File: src/core/cc_pkg.sv
/*
 Constants for the core control register block: offsets, bit positions,
 reset value and bus answers. Assumes a 32-bit AXI4-Lite register bus.
*/
package cc_pkg;
  localparam int unsigned CC_ADDR_W = 12;
  localparam int unsigned CC_DATA_W = 32;
  localparam int unsigned CC_REG_W = 16;
  localparam logic [CC_ADDR_W-1:0] CC_CORE_CONTROL_OFS = 12'h000;
  localparam int unsigned CC_UMUL_BIT = 12;
  localparam int unsigned CC_EXIT_BIT = 11;
  localparam int unsigned CC_DEPTH_LSB = 8;
  localparam int unsigned CC_SAT_A_BIT = 7;
  localparam int unsigned CC_SAT_B_BIT = 6;
  localparam int unsigned CC_SAT_DW_BIT = 5;
  localparam int unsigned CC_SATPT_BIT = 4;
  localparam int unsigned CC_PRIO_BIT = 3;
  localparam int unsigned CC_WINDOW_BIT = 2;
  localparam int unsigned CC_ROUND_BIT = 1;
  localparam int unsigned CC_INT_BIT = 0;
  localparam logic [15:0] CC_RESET = 16'h0020;
  localparam logic [15:0] CC_WMASK = 16'h10f7;
  localparam int unsigned CC_DEPTH_W = 3;
  localparam logic [1:0] CC_RESP_OKAY = 2'h0;
  localparam logic [1:0] CC_RESP_SLVERR = 2'h2;
  typedef enum logic {CC_RD_IDLE, CC_RD_RESP} cc_rd_e;
endpackage

File: src/core/cc_ifs.sv
/*
 Interfaces between the register bank and its helpers.
 Assumes one clock; all members change after the rising edge.
*/
`timescale 1ns/1ps
`default_nettype none
interface cc_reg_if;
  import cc_pkg::*;
  logic wr_req;
  logic [CC_ADDR_W-1:0] wr_addr;
  logic [CC_DATA_W-1:0] wr_data;
  logic [3:0] wr_strb;
  logic wr_ok;
  logic rd_req;
  logic [CC_ADDR_W-1:0] rd_addr;
  logic [CC_DATA_W-1:0] rd_data;
  logic rd_ok;
  modport slave(output wr_req, wr_addr, wr_data, wr_strb, rd_req, rd_addr,
                input wr_ok, rd_data, rd_ok);
  modport regs(input wr_req, wr_addr, wr_data, wr_strb, rd_req, rd_addr,
               output wr_ok, rd_data, rd_ok);
endinterface

interface cc_loop_if #(parameter int unsigned DEPTH_W = 3);
  logic start;
  logic iter_end;
  logic done;
  logic exit_req;
  logic [DEPTH_W-1:0] depth;
  logic exit_now;
  modport track(input start, iter_end, done, exit_req, output depth, exit_now);
  modport ctrl(output start, iter_end, done, exit_req, input depth, exit_now);
endinterface
`default_nettype wire

File: src/core/cc_axil_slave.sv
/*
 AXI4-Lite slave front end: takes address and data in either order,
 issues one write or read strobe to the register bank.
 Assumes the bank decodes combinationally in the strobe cycle.
*/
`timescale 1ns/1ps
`default_nettype none
module cc_axil_slave
(
  input wire logic clk_i,
  input wire logic rst_n_i,
  input wire logic [cc_pkg::CC_ADDR_W-1:0] awaddr_i,
  input wire logic awvalid_i,
  output logic awready_o,
  input wire logic [cc_pkg::CC_DATA_W-1:0] wdata_i,
  input wire logic [3:0] wstrb_i,
  input wire logic wvalid_i,
  output logic wready_o,
  output logic [1:0] bresp_o,
  output logic bvalid_o,
  input wire logic bready_i,
  input wire logic [cc_pkg::CC_ADDR_W-1:0] araddr_i,
  input wire logic arvalid_i,
  output logic arready_o,
  output logic [cc_pkg::CC_DATA_W-1:0] rdata_o,
  output logic [1:0] rresp_o,
  output logic rvalid_o,
  input wire logic rready_i,
  cc_reg_if.slave bus
);
  import cc_pkg::*;
  logic aw_full_reg, aw_full_next, w_full_reg, w_full_next;
  logic bvalid_reg, bvalid_next;
  logic [1:0] bresp_reg, bresp_next, rresp_reg, rresp_next;
  logic [CC_ADDR_W-1:0] awaddr_reg, awaddr_next;
  logic [CC_DATA_W-1:0] wdata_reg, wdata_next, rdata_reg, rdata_next;
  logic [3:0] wstrb_reg, wstrb_next;
  cc_rd_e rd_reg, rd_next;

  // -------------------------------------------------------------------
  // write and read channels
  // -------------------------------------------------------------------
  // no new address or data while a response waits: one write at a time
  assign awready_o = !aw_full_reg && !bvalid_reg;
  assign wready_o = !w_full_reg && !bvalid_reg;
  assign arready_o = (rd_reg == CC_RD_IDLE);
  assign bus.wr_req = aw_full_reg && w_full_reg && !bvalid_reg;
  assign bus.wr_addr = awaddr_reg;
  assign bus.wr_data = wdata_reg;
  assign bus.wr_strb = wstrb_reg;
  assign bus.rd_req = arvalid_i && arready_o;
  assign bus.rd_addr = araddr_i;

  always_comb begin
    aw_full_next = aw_full_reg;
    w_full_next = w_full_reg;
    awaddr_next = awaddr_reg;
    wdata_next = wdata_reg;
    wstrb_next = wstrb_reg;
    bvalid_next = bvalid_reg;
    bresp_next = bresp_reg;
    rd_next = rd_reg;
    rdata_next = rdata_reg;
    rresp_next = rresp_reg;
    if (awvalid_i && awready_o) begin
      aw_full_next = 1'b1;
      awaddr_next = awaddr_i;
    end
    if (wvalid_i && wready_o) begin
      w_full_next = 1'b1;
      wdata_next = wdata_i;
      wstrb_next = wstrb_i;
    end
    if (bus.wr_req) begin
      aw_full_next = 1'b0;
      w_full_next = 1'b0;
      bvalid_next = 1'b1;
      bresp_next = bus.wr_ok ? CC_RESP_OKAY : CC_RESP_SLVERR;
    end else if (bvalid_reg && bready_i) begin
      bvalid_next = 1'b0;
    end
    unique case (rd_reg)
      CC_RD_IDLE: begin
        if (bus.rd_req) begin
          rd_next = CC_RD_RESP;
          rdata_next = bus.rd_data;
          rresp_next = bus.rd_ok ? CC_RESP_OKAY : CC_RESP_SLVERR;
        end
      end
      CC_RD_RESP: begin
        if (rready_i) begin
          rd_next = CC_RD_IDLE;
        end
      end
    endcase
  end

  always_ff @(posedge clk_i or negedge rst_n_i) begin
    if (!rst_n_i) begin
      aw_full_reg <= 1'b0;
      w_full_reg <= 1'b0;
      awaddr_reg <= '0;
      wdata_reg <= '0;
      wstrb_reg <= '0;
      bvalid_reg <= 1'b0;
      bresp_reg <= CC_RESP_OKAY;
      rd_reg <= CC_RD_IDLE;
      rdata_reg <= '0;
      rresp_reg <= CC_RESP_OKAY;
    end else begin
      aw_full_reg <= aw_full_next;
      w_full_reg <= w_full_next;
      awaddr_reg <= awaddr_next;
      wdata_reg <= wdata_next;
      wstrb_reg <= wstrb_next;
      bvalid_reg <= bvalid_next;
      bresp_reg <= bresp_next;
      rd_reg <= rd_next;
      rdata_reg <= rdata_next;
      rresp_reg <= rresp_next;
    end
  end

  assign bvalid_o = bvalid_reg;
  assign bresp_o = bresp_reg;
  assign rvalid_o = (rd_reg == CC_RD_RESP);
  assign rdata_o = rdata_reg;
  assign rresp_o = rresp_reg;
endmodule
`default_nettype wire

File: src/core/cc_core_control.sv
/*
 Core control register of the signal-processing engine, on AXI4-Lite.
 Assumes loop and priority events come from logic on the same clock.
*/
// Chosen here: the address map and the AXI4-Lite interface to the registers.
`timescale 1ns/1ps
`default_nettype none
module cc_core_control
(
  input wire logic clk_i,
  input wire logic rst_n_i,
  input wire logic [cc_pkg::CC_ADDR_W-1:0] s_axi_awaddr_i,
  input wire logic s_axi_awvalid_i,
  output logic s_axi_awready_o,
  input wire logic [cc_pkg::CC_DATA_W-1:0] s_axi_wdata_i,
  input wire logic [3:0] s_axi_wstrb_i,
  input wire logic s_axi_wvalid_i,
  output logic s_axi_wready_o,
  output logic [1:0] s_axi_bresp_o,
  output logic s_axi_bvalid_o,
  input wire logic s_axi_bready_i,
  input wire logic [cc_pkg::CC_ADDR_W-1:0] s_axi_araddr_i,
  input wire logic s_axi_arvalid_i,
  output logic s_axi_arready_o,
  output logic [cc_pkg::CC_DATA_W-1:0] s_axi_rdata_o,
  output logic [1:0] s_axi_rresp_o,
  output logic s_axi_rvalid_o,
  input wire logic s_axi_rready_i,
  input wire logic [2:0] cpu_status_reg_i,
  input wire logic priority_raise_i,
  input wire logic priority_drop_i,
  input wire logic loop_start_i,
  input wire logic loop_iter_end_i,
  input wire logic loop_done_i,
  output logic unsigned_multiply_o,
  output logic integer_mode_o,
  output logic accum_a_saturate_o,
  output logic accum_b_saturate_o,
  output logic data_write_saturate_o,
  output logic saturation_point_select_o,
  output logic program_space_window_o,
  output logic rounding_mode_o,
  output logic [3:0] cpu_priority_level_o,
  output logic [cc_pkg::CC_DEPTH_W-1:0] loop_nesting_depth_o,
  output logic loop_exit_o
);
  import cc_pkg::*;

  cc_reg_if bus ();
  cc_loop_if #(.DEPTH_W(CC_DEPTH_W)) lp ();

  logic [15:0] ctl_reg, ctl_next;
  logic [15:0] view;
  logic wr_hit, rd_hit, wr_lo, wr_hi;
  logic [15:0] wd;

  // -------------------------------------------------------------------
  // bus front end and loop counter
  // -------------------------------------------------------------------
  cc_axil_slave u_slave (
    .clk_i(clk_i),
    .rst_n_i(rst_n_i),
    .awaddr_i(s_axi_awaddr_i),
    .awvalid_i(s_axi_awvalid_i),
    .awready_o(s_axi_awready_o),
    .wdata_i(s_axi_wdata_i),
    .wstrb_i(s_axi_wstrb_i),
    .wvalid_i(s_axi_wvalid_i),
    .wready_o(s_axi_wready_o),
    .bresp_o(s_axi_bresp_o),
    .bvalid_o(s_axi_bvalid_o),
    .bready_i(s_axi_bready_i),
    .araddr_i(s_axi_araddr_i),
    .arvalid_i(s_axi_arvalid_i),
    .arready_o(s_axi_arready_o),
    .rdata_o(s_axi_rdata_o),
    .rresp_o(s_axi_rresp_o),
    .rvalid_o(s_axi_rvalid_o),
    .rready_i(s_axi_rready_i),
    .bus(bus.slave)
  );

  cc_loop_tracker #(.DEPTH_W(CC_DEPTH_W)) u_loop (
    .clk_i(clk_i),
    .rst_n_i(rst_n_i),
    .lp(lp.track)
  );

  // -------------------------------------------------------------------
  // decode
  // -------------------------------------------------------------------
  // the low two address bits are ignored: word access only
  assign wr_hit = (bus.wr_addr[CC_ADDR_W-1:2] == CC_CORE_CONTROL_OFS[CC_ADDR_W-1:2]);
  assign rd_hit = (bus.rd_addr[CC_ADDR_W-1:2] == CC_CORE_CONTROL_OFS[CC_ADDR_W-1:2]);
  assign wr_lo = bus.wr_req && wr_hit && bus.wr_strb[0];
  assign wr_hi = bus.wr_req && wr_hit && bus.wr_strb[1];
  assign wd = bus.wr_data[15:0];
  assign bus.wr_ok = wr_hit;
  assign bus.rd_ok = rd_hit;

  // read view; unused and exit bits are never stored
  always_comb begin
    view = ctl_reg;
    view[15:13] = 3'h0;
    view[CC_EXIT_BIT] = 1'b0;
    view[CC_DEPTH_LSB +: CC_DEPTH_W] = lp.depth;
  end
  assign bus.rd_data = rd_hit ? {16'h0, view} : '0;

  // -------------------------------------------------------------------
  // register update
  // -------------------------------------------------------------------
  always_comb begin
    ctl_next = ctl_reg;
    if (wr_lo) begin
      ctl_next[7:0] = (wd[7:0] & CC_WMASK[7:0]) | (ctl_reg[7:0] & ~CC_WMASK[7:0]);
      // priority msb: a written zero clears, a written one is ignored
      ctl_next[CC_PRIO_BIT] = ctl_reg[CC_PRIO_BIT] & wd[CC_PRIO_BIT];
    end
    if (wr_hi) begin
      ctl_next[15:8] = (wd[15:8] & CC_WMASK[15:8]) | (ctl_reg[15:8] & ~CC_WMASK[15:8]);
    end
    if (priority_drop_i) begin
      ctl_next[CC_PRIO_BIT] = 1'b0;
    end
    // set wins over any clear in the same cycle
    if (priority_raise_i) begin
      ctl_next[CC_PRIO_BIT] = 1'b1;
    end
  end

  always_ff @(posedge clk_i or negedge rst_n_i) begin
    if (!rst_n_i) begin
      ctl_reg <= CC_RESET;
    end else begin
      ctl_reg <= ctl_next;
    end
  end

  // -------------------------------------------------------------------
  // loop hookup
  // -------------------------------------------------------------------
  assign lp.start = loop_start_i;
  assign lp.iter_end = loop_iter_end_i;
  assign lp.done = loop_done_i;
  // a write of one fires once; zero does nothing
  assign lp.exit_req = wr_hi && wd[CC_EXIT_BIT];
  assign loop_exit_o = lp.exit_now;
  assign loop_nesting_depth_o = lp.depth;

  // -------------------------------------------------------------------
  // engine controls
  // -------------------------------------------------------------------
  assign unsigned_multiply_o = ctl_reg[CC_UMUL_BIT];
  assign accum_a_saturate_o = ctl_reg[CC_SAT_A_BIT];
  assign accum_b_saturate_o = ctl_reg[CC_SAT_B_BIT];
  assign data_write_saturate_o = ctl_reg[CC_SAT_DW_BIT];
  // one: super saturation with guard bits; zero: 1.31
  assign saturation_point_select_o = ctl_reg[CC_SATPT_BIT];
  assign program_space_window_o = ctl_reg[CC_WINDOW_BIT];
  // one: biased conventional; zero: unbiased convergent
  assign rounding_mode_o = ctl_reg[CC_ROUND_BIT];
  assign integer_mode_o = ctl_reg[CC_INT_BIT];
  assign cpu_priority_level_o = {ctl_reg[CC_PRIO_BIT], cpu_status_reg_i};
endmodule
`default_nettype wire

File: src/core/cc_loop_tracker.sv
/*
 Hardware loop nesting counter with early exit.
 Assumes start, iteration-end and done pulses from the loop sequencer.
*/
`timescale 1ns/1ps
`default_nettype none
module cc_loop_tracker #(
  parameter int unsigned DEPTH_W = 3
) (
  input wire logic clk_i,
  input wire logic rst_n_i,
  cc_loop_if.track lp
);
  localparam logic [DEPTH_W-1:0] MAX_DEPTH = '1;
  logic [DEPTH_W-1:0] depth_reg, depth_next;
  logic pend_reg, pend_next, exit_reg, exit_next;
  logic up, down, cut;

  // refused at elaboration: the nesting field is at most eight bits
  if (DEPTH_W < 1 || DEPTH_W > 8) begin : g_bad_depth_w
    $error("cc_loop_tracker: DEPTH_W out of range");
  end

  always_comb begin
    // early exit ends the innermost loop when its iteration closes
    cut = (pend_reg || lp.exit_req) && lp.iter_end && (depth_reg != '0);
    down = (cut || lp.done) && (depth_reg != '0);
    up = lp.start && (depth_reg != MAX_DEPTH);
    depth_next = depth_reg;
    if (up && !down) begin
      depth_next = depth_reg + 1'b1;
    end else if (down && !up) begin
      depth_next = depth_reg - 1'b1;
    end
    exit_next = cut;
    // request with no loop running has nothing to end
    pend_next = (pend_reg || lp.exit_req) && !cut && (depth_reg != '0);
  end

  always_ff @(posedge clk_i or negedge rst_n_i) begin
    if (!rst_n_i) begin
      depth_reg <= '0;
      pend_reg <= 1'b0;
      exit_reg <= 1'b0;
    end else begin
      depth_reg <= depth_next;
      pend_reg <= pend_next;
      exit_reg <= exit_next;
    end
  end

  assign lp.depth = depth_reg;
  assign lp.exit_now = exit_reg;
endmodule
`default_nettype wire

File: config.mk
export PLATFORM = sky130hd
export DESIGN_NAME = cc_core_control
export DESIGN_NICKNAME = d
export VERILOG_FILES = /design/src/core/cc_pkg.sv /design/src/core/cc_ifs.sv /design/src/core/cc_axil_slave.sv /design/src/core/cc_core_control.sv /design/src/core/cc_loop_tracker.sv
export SDC_FILE = /design/constraint.sdc
export NUM_CORES = 1
export LEC_CHECK = 0
export BUFFER_PORTS_ARGS = -buffer_cell sky130_fd_sc_hd__buf_4
export CAP_MARGIN = 20
export CORE_MARGIN = 5
export CORE_UTILIZATION = 44
export DETAILED_ROUTE_END_ITERATION = 6
export PLACE_DENSITY = 0.79
export SLEW_MARGIN = 30
export SYNTH_ARGS = -nofsm -noshare
export SYNTH_HDL_FRONTEND = slang
export SYNTH_SLANG_ARGS = --single-unit
File: constraint.sdc
create_clock -name clk_i -period 2.7 [get_ports clk_i]
set_input_delay 0.54 -clock clk_i [delete_from_list [all_inputs] [get_ports clk_i]]
set_output_delay 0.54 -clock clk_i [all_outputs]
set_load 0.01 [all_outputs]
# ---- After elaboration in Yosys (flattened, before gate mapping)
# Cells that the tools add are included.
dict set report classes {
  n_bitwise 4
  reduce_logical 37
  muxes 17
  n_eq_ne 1
  n_addsub 2
}
# cell n
set op_table {}
lappend op_table {{$logic_and 1x1->1} 20}
lappend op_table {{$logic_not 10->1} 2}
lappend op_table {{$mux 13} 1}
lappend op_table {{$mux 1} 10}
lappend op_table {{$or 5x8->8} 1}
lappend op_table {{$or 8x4->8} 1}
lappend op_table {{$reduce_bool 2->1} 4}
lappend op_table {{$logic_not 1->1} 6}
lappend op_table {{$mux 3} 2}
lappend op_table {{$reduce_bool 3->1} 2}
lappend op_table {{$mux 2} 2}
lappend op_table {{$mux 4} 1}
lappend op_table {{$add 3x1->3 const B} 1}
lappend op_table {{$ne 3x3->1 const B} 1}
lappend op_table {{$sub 3x1->3 const B} 1}
lappend op_table {{$logic_or 1x1->1} 2}
lappend op_table {{$pmux 1 s2} 1}
lappend op_table {{$reduce_and 2->1} 1}
lappend op_table {{$and 1x1->1} 1}
lappend op_table {{$not 1->1} 1}
dict set report word_totals {
  ff_bits 88
  out_inout_bits 57
}

# ---- Longest topological paths before layout
dict set report logic_depth {
  depth_word 13
  depth_mapped 10
}

# ---- Modules after synthesis
# A second synthesis with hierarchy kept.
dict set report unflattened {
  hier_cells 282
  hier_area_um2 4277.9
}
# module n_inst area_per_inst_um2 cells_per_inst seq_area_each_um2
set by_module_without_submodules {}
lappend by_module_without_submodules {cc_axil_slave 1 3472.1 209 2152.1}
lappend by_module_without_submodules {cc_core_control 1 554.3 50 226.5}
lappend by_module_without_submodules {cc_loop_tracker 1 251.5 23 125.1}

# ---- Least setup slack after synthesis
# OpenSTA, ideal clock, no wires.
dict set report synth_timing {
  kind {reg-to-reg}
  startpoint {register u_slave.bvalid_reg (netlist: u_slave.bvalid_o)}
  endpoint {register u_loop.depth_reg[1] (netlist: u_loop.lp.depth[1])}
  arrival_time_ns 2.031
  n_path_buf 1
  synth_period_minus_slack_ns 2.155
  path_slack_ns 0.545
  stages_incl_launch_ff 9
  cell_sequence {dfrtp_1 > and3b_1 > buf_6 > nand4_1 > a211o_1 > ha_1 > inv_1 > fa_1 > mux2_2}
}
dict set report synth_between {
  elab_chain_cells 13
}
# item line
set synth_rtl {}
lappend synth_rtl {{start: declaration} cc_axil_slave.sv:33} ;# logic bvalid_reg, bvalid_next;
lappend synth_rtl {{start signal: assignment} cc_axil_slave.sv:116} ;# bvalid_reg <= bvalid_next;
lappend synth_rtl {{$logic_not 1->1} cc_axil_slave.sv:47} ;# assign bus.wr_req = aw_full_reg && w_full_reg && !bvalid_reg;
lappend synth_rtl {{$logic_and 1x1->1} cc_axil_slave.sv:47}
lappend synth_rtl {{$logic_and 1x1->1 (2 in series)} cc_core_control.sv:96} ;# assign wr_hi = bus.wr_req && wr_hit && bus.wr_strb[1];
lappend synth_rtl {{$logic_and 1x1->1} cc_core_control.sv:147} ;# assign lp.exit_req = wr_hi && wd[CC_EXIT_BIT];
lappend synth_rtl {{$logic_or 1x1->1} cc_loop_tracker.sv:26} ;# cut = (pend_reg || lp.exit_req) && lp.iter_end && (depth_reg != '0);
lappend synth_rtl {{$logic_and 1x1->1 (2 in series)} cc_loop_tracker.sv:26}
lappend synth_rtl {{$logic_or 1x1->1} cc_loop_tracker.sv:27} ;# down = (cut || lp.done) && (depth_reg != '0);
lappend synth_rtl {{$logic_and 1x1->1} cc_loop_tracker.sv:27}
lappend synth_rtl {{$logic_not 1->1} cc_loop_tracker.sv:30} ;# if (up && !down) begin
lappend synth_rtl {{$logic_and 1x1->1} cc_loop_tracker.sv:30}
lappend synth_rtl {{$mux 3} cc_loop_tracker.sv:30}
lappend synth_rtl {{net u_loop.depth_next[1]} cc_loop_tracker.sv:15} ;# logic [DEPTH_W-1:0] depth_reg, depth_next;
lappend synth_rtl {{end signal: assignment} cc_loop_tracker.sv:46} ;# depth_reg <= depth_next;
lappend synth_rtl {{end: declaration} cc_loop_tracker.sv:15}
# The timed path passes the listed nets, and every way through them passes these cells.
# A chain may end at the register's enable or synchronous reset.

# ---- Worst setup path in the final report
dict set report layout_timing {
  startpoint {register u_slave.awaddr_reg[5] (netlist: u_slave.bus.wr_addr[5])}
  endpoint {register u_loop.depth_reg[1] (netlist: u_loop.lp.depth[1])}
}
dict set report layout_between {
  elab_chain_cells 12
}
# item line
set layout_rtl {}
lappend layout_rtl {{start: declaration} cc_axil_slave.sv:35} ;# logic [CC_ADDR_W-1:0] awaddr_reg, awaddr_next;
lappend layout_rtl {{start signal: assignment} cc_axil_slave.sv:113} ;# awaddr_reg <= awaddr_next;
lappend layout_rtl {{$logic_not 10->1} cc_core_control.sv:93} ;# assign wr_hit = (bus.wr_addr[CC_ADDR_W-1:2] == CC_CORE_CONTROL_OFS[CC_ADDR_W-1:2]);
lappend layout_rtl {{$logic_and 1x1->1 (2 in series)} cc_core_control.sv:96}
lappend layout_rtl {{$logic_and 1x1->1} cc_core_control.sv:147}
lappend layout_rtl {{$logic_or 1x1->1} cc_loop_tracker.sv:26}
lappend layout_rtl {{$logic_and 1x1->1 (2 in series)} cc_loop_tracker.sv:26}
lappend layout_rtl {{$logic_or 1x1->1} cc_loop_tracker.sv:27}
lappend layout_rtl {{$logic_and 1x1->1} cc_loop_tracker.sv:27}
lappend layout_rtl {{$logic_not 1->1} cc_loop_tracker.sv:30}
lappend layout_rtl {{$logic_and 1x1->1} cc_loop_tracker.sv:30}
lappend layout_rtl {{$mux 3} cc_loop_tracker.sv:30}
lappend layout_rtl {{net u_loop.depth_next[1]} cc_loop_tracker.sv:15}
# The timed path passes the listed nets, and every way through them passes these cells.

==> impl_metrics.py <==
metrics = {
    "power": {
        "power_frac_seq_pct": 50.1,
        "p_int_mw": 1.75,
        "switching_power_mw": 0.756,
        "max-vdd-ir-drop_mv": 0.529,
        "leakagePower_nw": 1.50,
        "total_power_mw": 2.50,
        "power.density_nw_per_um2": 815,
        "clockPowerShare_pct": 21.2,
        "combPwrFrac_pct": 28.7,
        "swShare_pct": 30.2,
    },
    "routing": {
        "wl_per_cell_um": 14.5,
        "drc": 0,
        "first_pass_iters": 4,
        "routed_wl_mm": 4.78,
        "num_vias": 1577,
        "postRouteAntennaNets": 0,
        "via_per_inst": 4.78,
        "drt_iter0_drc": 40,
    },
    "finish": {
        "fin_cells": 330,
        "nets": 334,
        "nFillCells": 473,
        "largest_reg_flops": 12,
        "layout-drive-gt1-share_pct": 46.5,
        "stdcell_area_um2": 3070,
        "area_growth_pct": 26.6,
        "final_util_pct": 56.4,
        "diodes": 0,
    },
    "global_route": {
        "grt_pass1_vias": 1617,
        "grt_pass1_wl_mm": 8.01,
        "grt_max_degree": 55,
        "antenna_found_initial": 0,
        "grt-ovfl-total": 0,
        "grt_use_total_pct": 14.0,
    },
    "floorplan": {
        "die_h_um": 84.2,
        "io_pins": 132,
        "start_util_pct": 44.6,
        "coreArea_um2": 5440,
        "num_rows": 27,
        "dieArea_um2": 7100,
        "die_w_um": 84.2,
    },
    "synth": {
        "synth_xor_area_share_pct": 1.08,
        "syn_inst": 181,
        "synthMuxAreaShare_pct": 15.9,
        "synth_area_um2": 2420,
        "synth_area_per_cell_um2": 13.4,
        "synth-seq-cells": 54,
        "synth_compound_area_share_pct": 6.76,
        "synthAdderAreaFrac_pct": 1.34,
        "seq_area_frac_synth_pct": 55.8,
        "synth_top_family_by_area": "multiplexers",
        "yosys_warnings": 0,
        "yosys.area_share.simple_pct": 8.57,
        "synth_cell_type_count": 34,
    },
    "clock_tree": {
        "htree_num_levels": 2,
        "cts.sinks": 54,
        "ctsResizeCount": 0,
        "root_buffer": "clkbuf_8",
        "cts_buffers": 5,
        "cts_hold_buffers": 0,
        "tritoncts": "built",
        "clock_path_buffers": 2,
        "post-cts-setup-buffer-count": 0,
        "clk_pin_slew_ns": 0.09,
        "clkLatencyLatePin_ns": 0.30,
    },
    "placed_design": {
        "gp_congestion": 0.746,
        "place_inst": 322,
        "preCtsSetupSlack_ns": 0.395,
        "port-buffer-count": 75,
        "dpl.hpwl_mm": 3.63,
        "post_dp_cell_area_um2": 2960,
    },
    "timing": {
        "min_period_ns": 2.32,
        "max_freq_mhz": 431,
        "grt_setup_unrepaired": "false",
        "finalSetupViolations": 0,
        "hold_viol_final": 0,
        "worst_pin_slew_ns": 0.667,
        "fin_skew_ns": 0.00644,
        "slew_violations": 0,
        "holdWs_ns": 0.260,
        "period_share_pct": 86.0,
        "setup-tns-final_ns": 0,
        "relSlewSlack_pct": 55.6,
        "layout_setup_ws_ns": 0.379,
    },
    "critical_path": {
        "crit_fanout": 5,
        "slowest_stage": "dfrtp_1",
        "cp-start-kind": "flop",
        "slowest_delay_ns": 0.43,
        "crit_arrival_ns": 2.51,
        "rr_worst_depth": 7,
        "path_cells": "nor4bb_1, nand4_1, a211o_1, ha_1, inv_1, fa_1, mux2_2",
        "cp.buffers_inverters": 1,
        "critPathKind": "reg -> reg",
        "cp_top_family": "adder cells",
        "cp.depth": 7,
        "required_ns": 2.89,
        "crit_path_end_kind": "flop",
    },
    "run": {
        "drv_cap": 0,
    },
    "status": {
        "outcome": "complete, no violations",
    },
    "hold_path": {
        "min_path_type": "in -> async",
    },
}
==> per-layer routing <==
layer	GRT usage, %	wire (µm)
met5	0	0
met4	3.07	44
met3	5.40	418
met2	23.6	2350
met1	17.0	1970
==> logic make-up (layout without fill, tap and decap cells) <==
family / after synthesis / in the layout
DFF: 54 / 54
AOI/OAI and AO/OA: 22 / 22
muxes: 32 / 32
and+or+nand+nor: 30 / 30
other: 1 / 22
buffers and inverters: 37 / 93
adders and majority gates: 2 / 2
xor gates and xnor gates: 3 / 3
==> Yosys cell counts <==
cell type | n | share of area, %
a41oi_1 | 1 | 0.36
nor3b_1 | 4 | 1.2
inv_1 | 6 | 0.93
nor2_1 | 10 | 1.5
nor4_4 | 2 | 1.8
mux2_2 | 23 | 11
and2_1 | 1 | 0.26
and3b_1 | 1 | 0.36
buf_4 | 25 | 7.7
nand4_1 | 2 | 0.52
conb_1 | 1 | 0.15
buf_2 | 3 | 0.62
ha_1 | 1 | 0.52
a31oi_1 | 1 | 0.26
clkbuf_1 | 1 | 0.15
and4_4 | 1 | 0.46
nor4_1 | 2 | 0.52
a22o_1 | 12 | 4.3
and4b_1 | 1 | 0.41
buf_6 | 2 | 0.93
nor3_1 | 2 | 0.41
mux2_4 | 7 | 4.3
nand3_1 | 2 | 0.41
nand2b_1 | 1 | 0.26
o21ai_0 | 2 | 0.41
xnor2_1 | 1 | 0.36
fa_1 | 1 | 0.83
mux2_1 | 2 | 0.93
dfstp_2 | 1 | 1.1
nor4bb_1 | 1 | 0.41
a211o_1 | 1 | 0.36
a21oi_1 | 5 | 1.0
dfrtp_1 | 53 | 55
xor2_1 | 2 | 0.72
==> worst paths after layout <==
check,endpoint,start,slack (ns)
max reg2reg,u_loop.lp.depth[1],u_slave.bus.wr_addr[5],0.38
min in group clk_i,u_slave.bvalid_o,s_axi_bready_i,0.40
min,u_slave.bus.wr_data[3],rst_n_i,0.26
max in group asynchronous,ctl_reg[12],rst_n_i,1.99
max,u_loop.lp.depth[1],u_slave.bus.wr_addr[5],0.38
min reg2reg,u_slave.bus.wr_strb[0],u_slave.bus.wr_strb[0],0.50
==> layout make-up <==
cell class | instances | area (µm²) | share of cell area (%)
well taps | 72 | 90.1 | 2.94
flip-flops and latches | 54 | 1350 | 44.1
clock inverters | 1 | 30.0 | 0.978
repair buffers | 79 | 593 | 19.3
multi-input cells | 111 | 905 | 29.5
clock buffers | 7 | 76.3 | 2.49
inverters | 6 | 22.5 | 0.734
==> worst reg2reg max path, cell delays in order, from the launching register on <==
cell and delay, ns:
dfrtp_1 0.43, nor4bb_1 0.38, nand4_1 0.16, a211o_1 0.29, ha_1 0.20, inv_1 0.07
fa_1 0.41, mux2_2 0.27
==> placed cells by master, fill, tap and decap left out, types with 2 or more instances in the layout <==
master	synthesis	routed
inv_1	6	6
mux2_4	7	7
a21oi_1	5	5
xor2_1	2	2
nand3_1	2	2
a22o_1	12	12
clkbuf_8	0	5
buf_4	25	79
dfrtp_1	53	53
nor3_1	2	2
mux2_1	2	2
conb_1	1	22
o21ai_0	2	2
clkbuf_1	1	2
nand4_1	2	2
nor2_1	10	10
mux2_2	23	23
nor4_4	2	2
nor3b_1	4	3
nor4_1	2	2
==> power groups by stage <==
stage | clock (mW) | sequential [mW] | combinational [mW]
global route | 0.586 | 1.30 | 0.792
CTS | 0.547 | 1.26 | 0.733
finish | 0.531 | 1.25 | 0.718
global placement | 0 | 1.26 | 0.703
floorplan | 0 | 1.24 | 0.507
detailed placement | 0 | 1.28 | 0.732
Power figures use the tool's default switching activity.
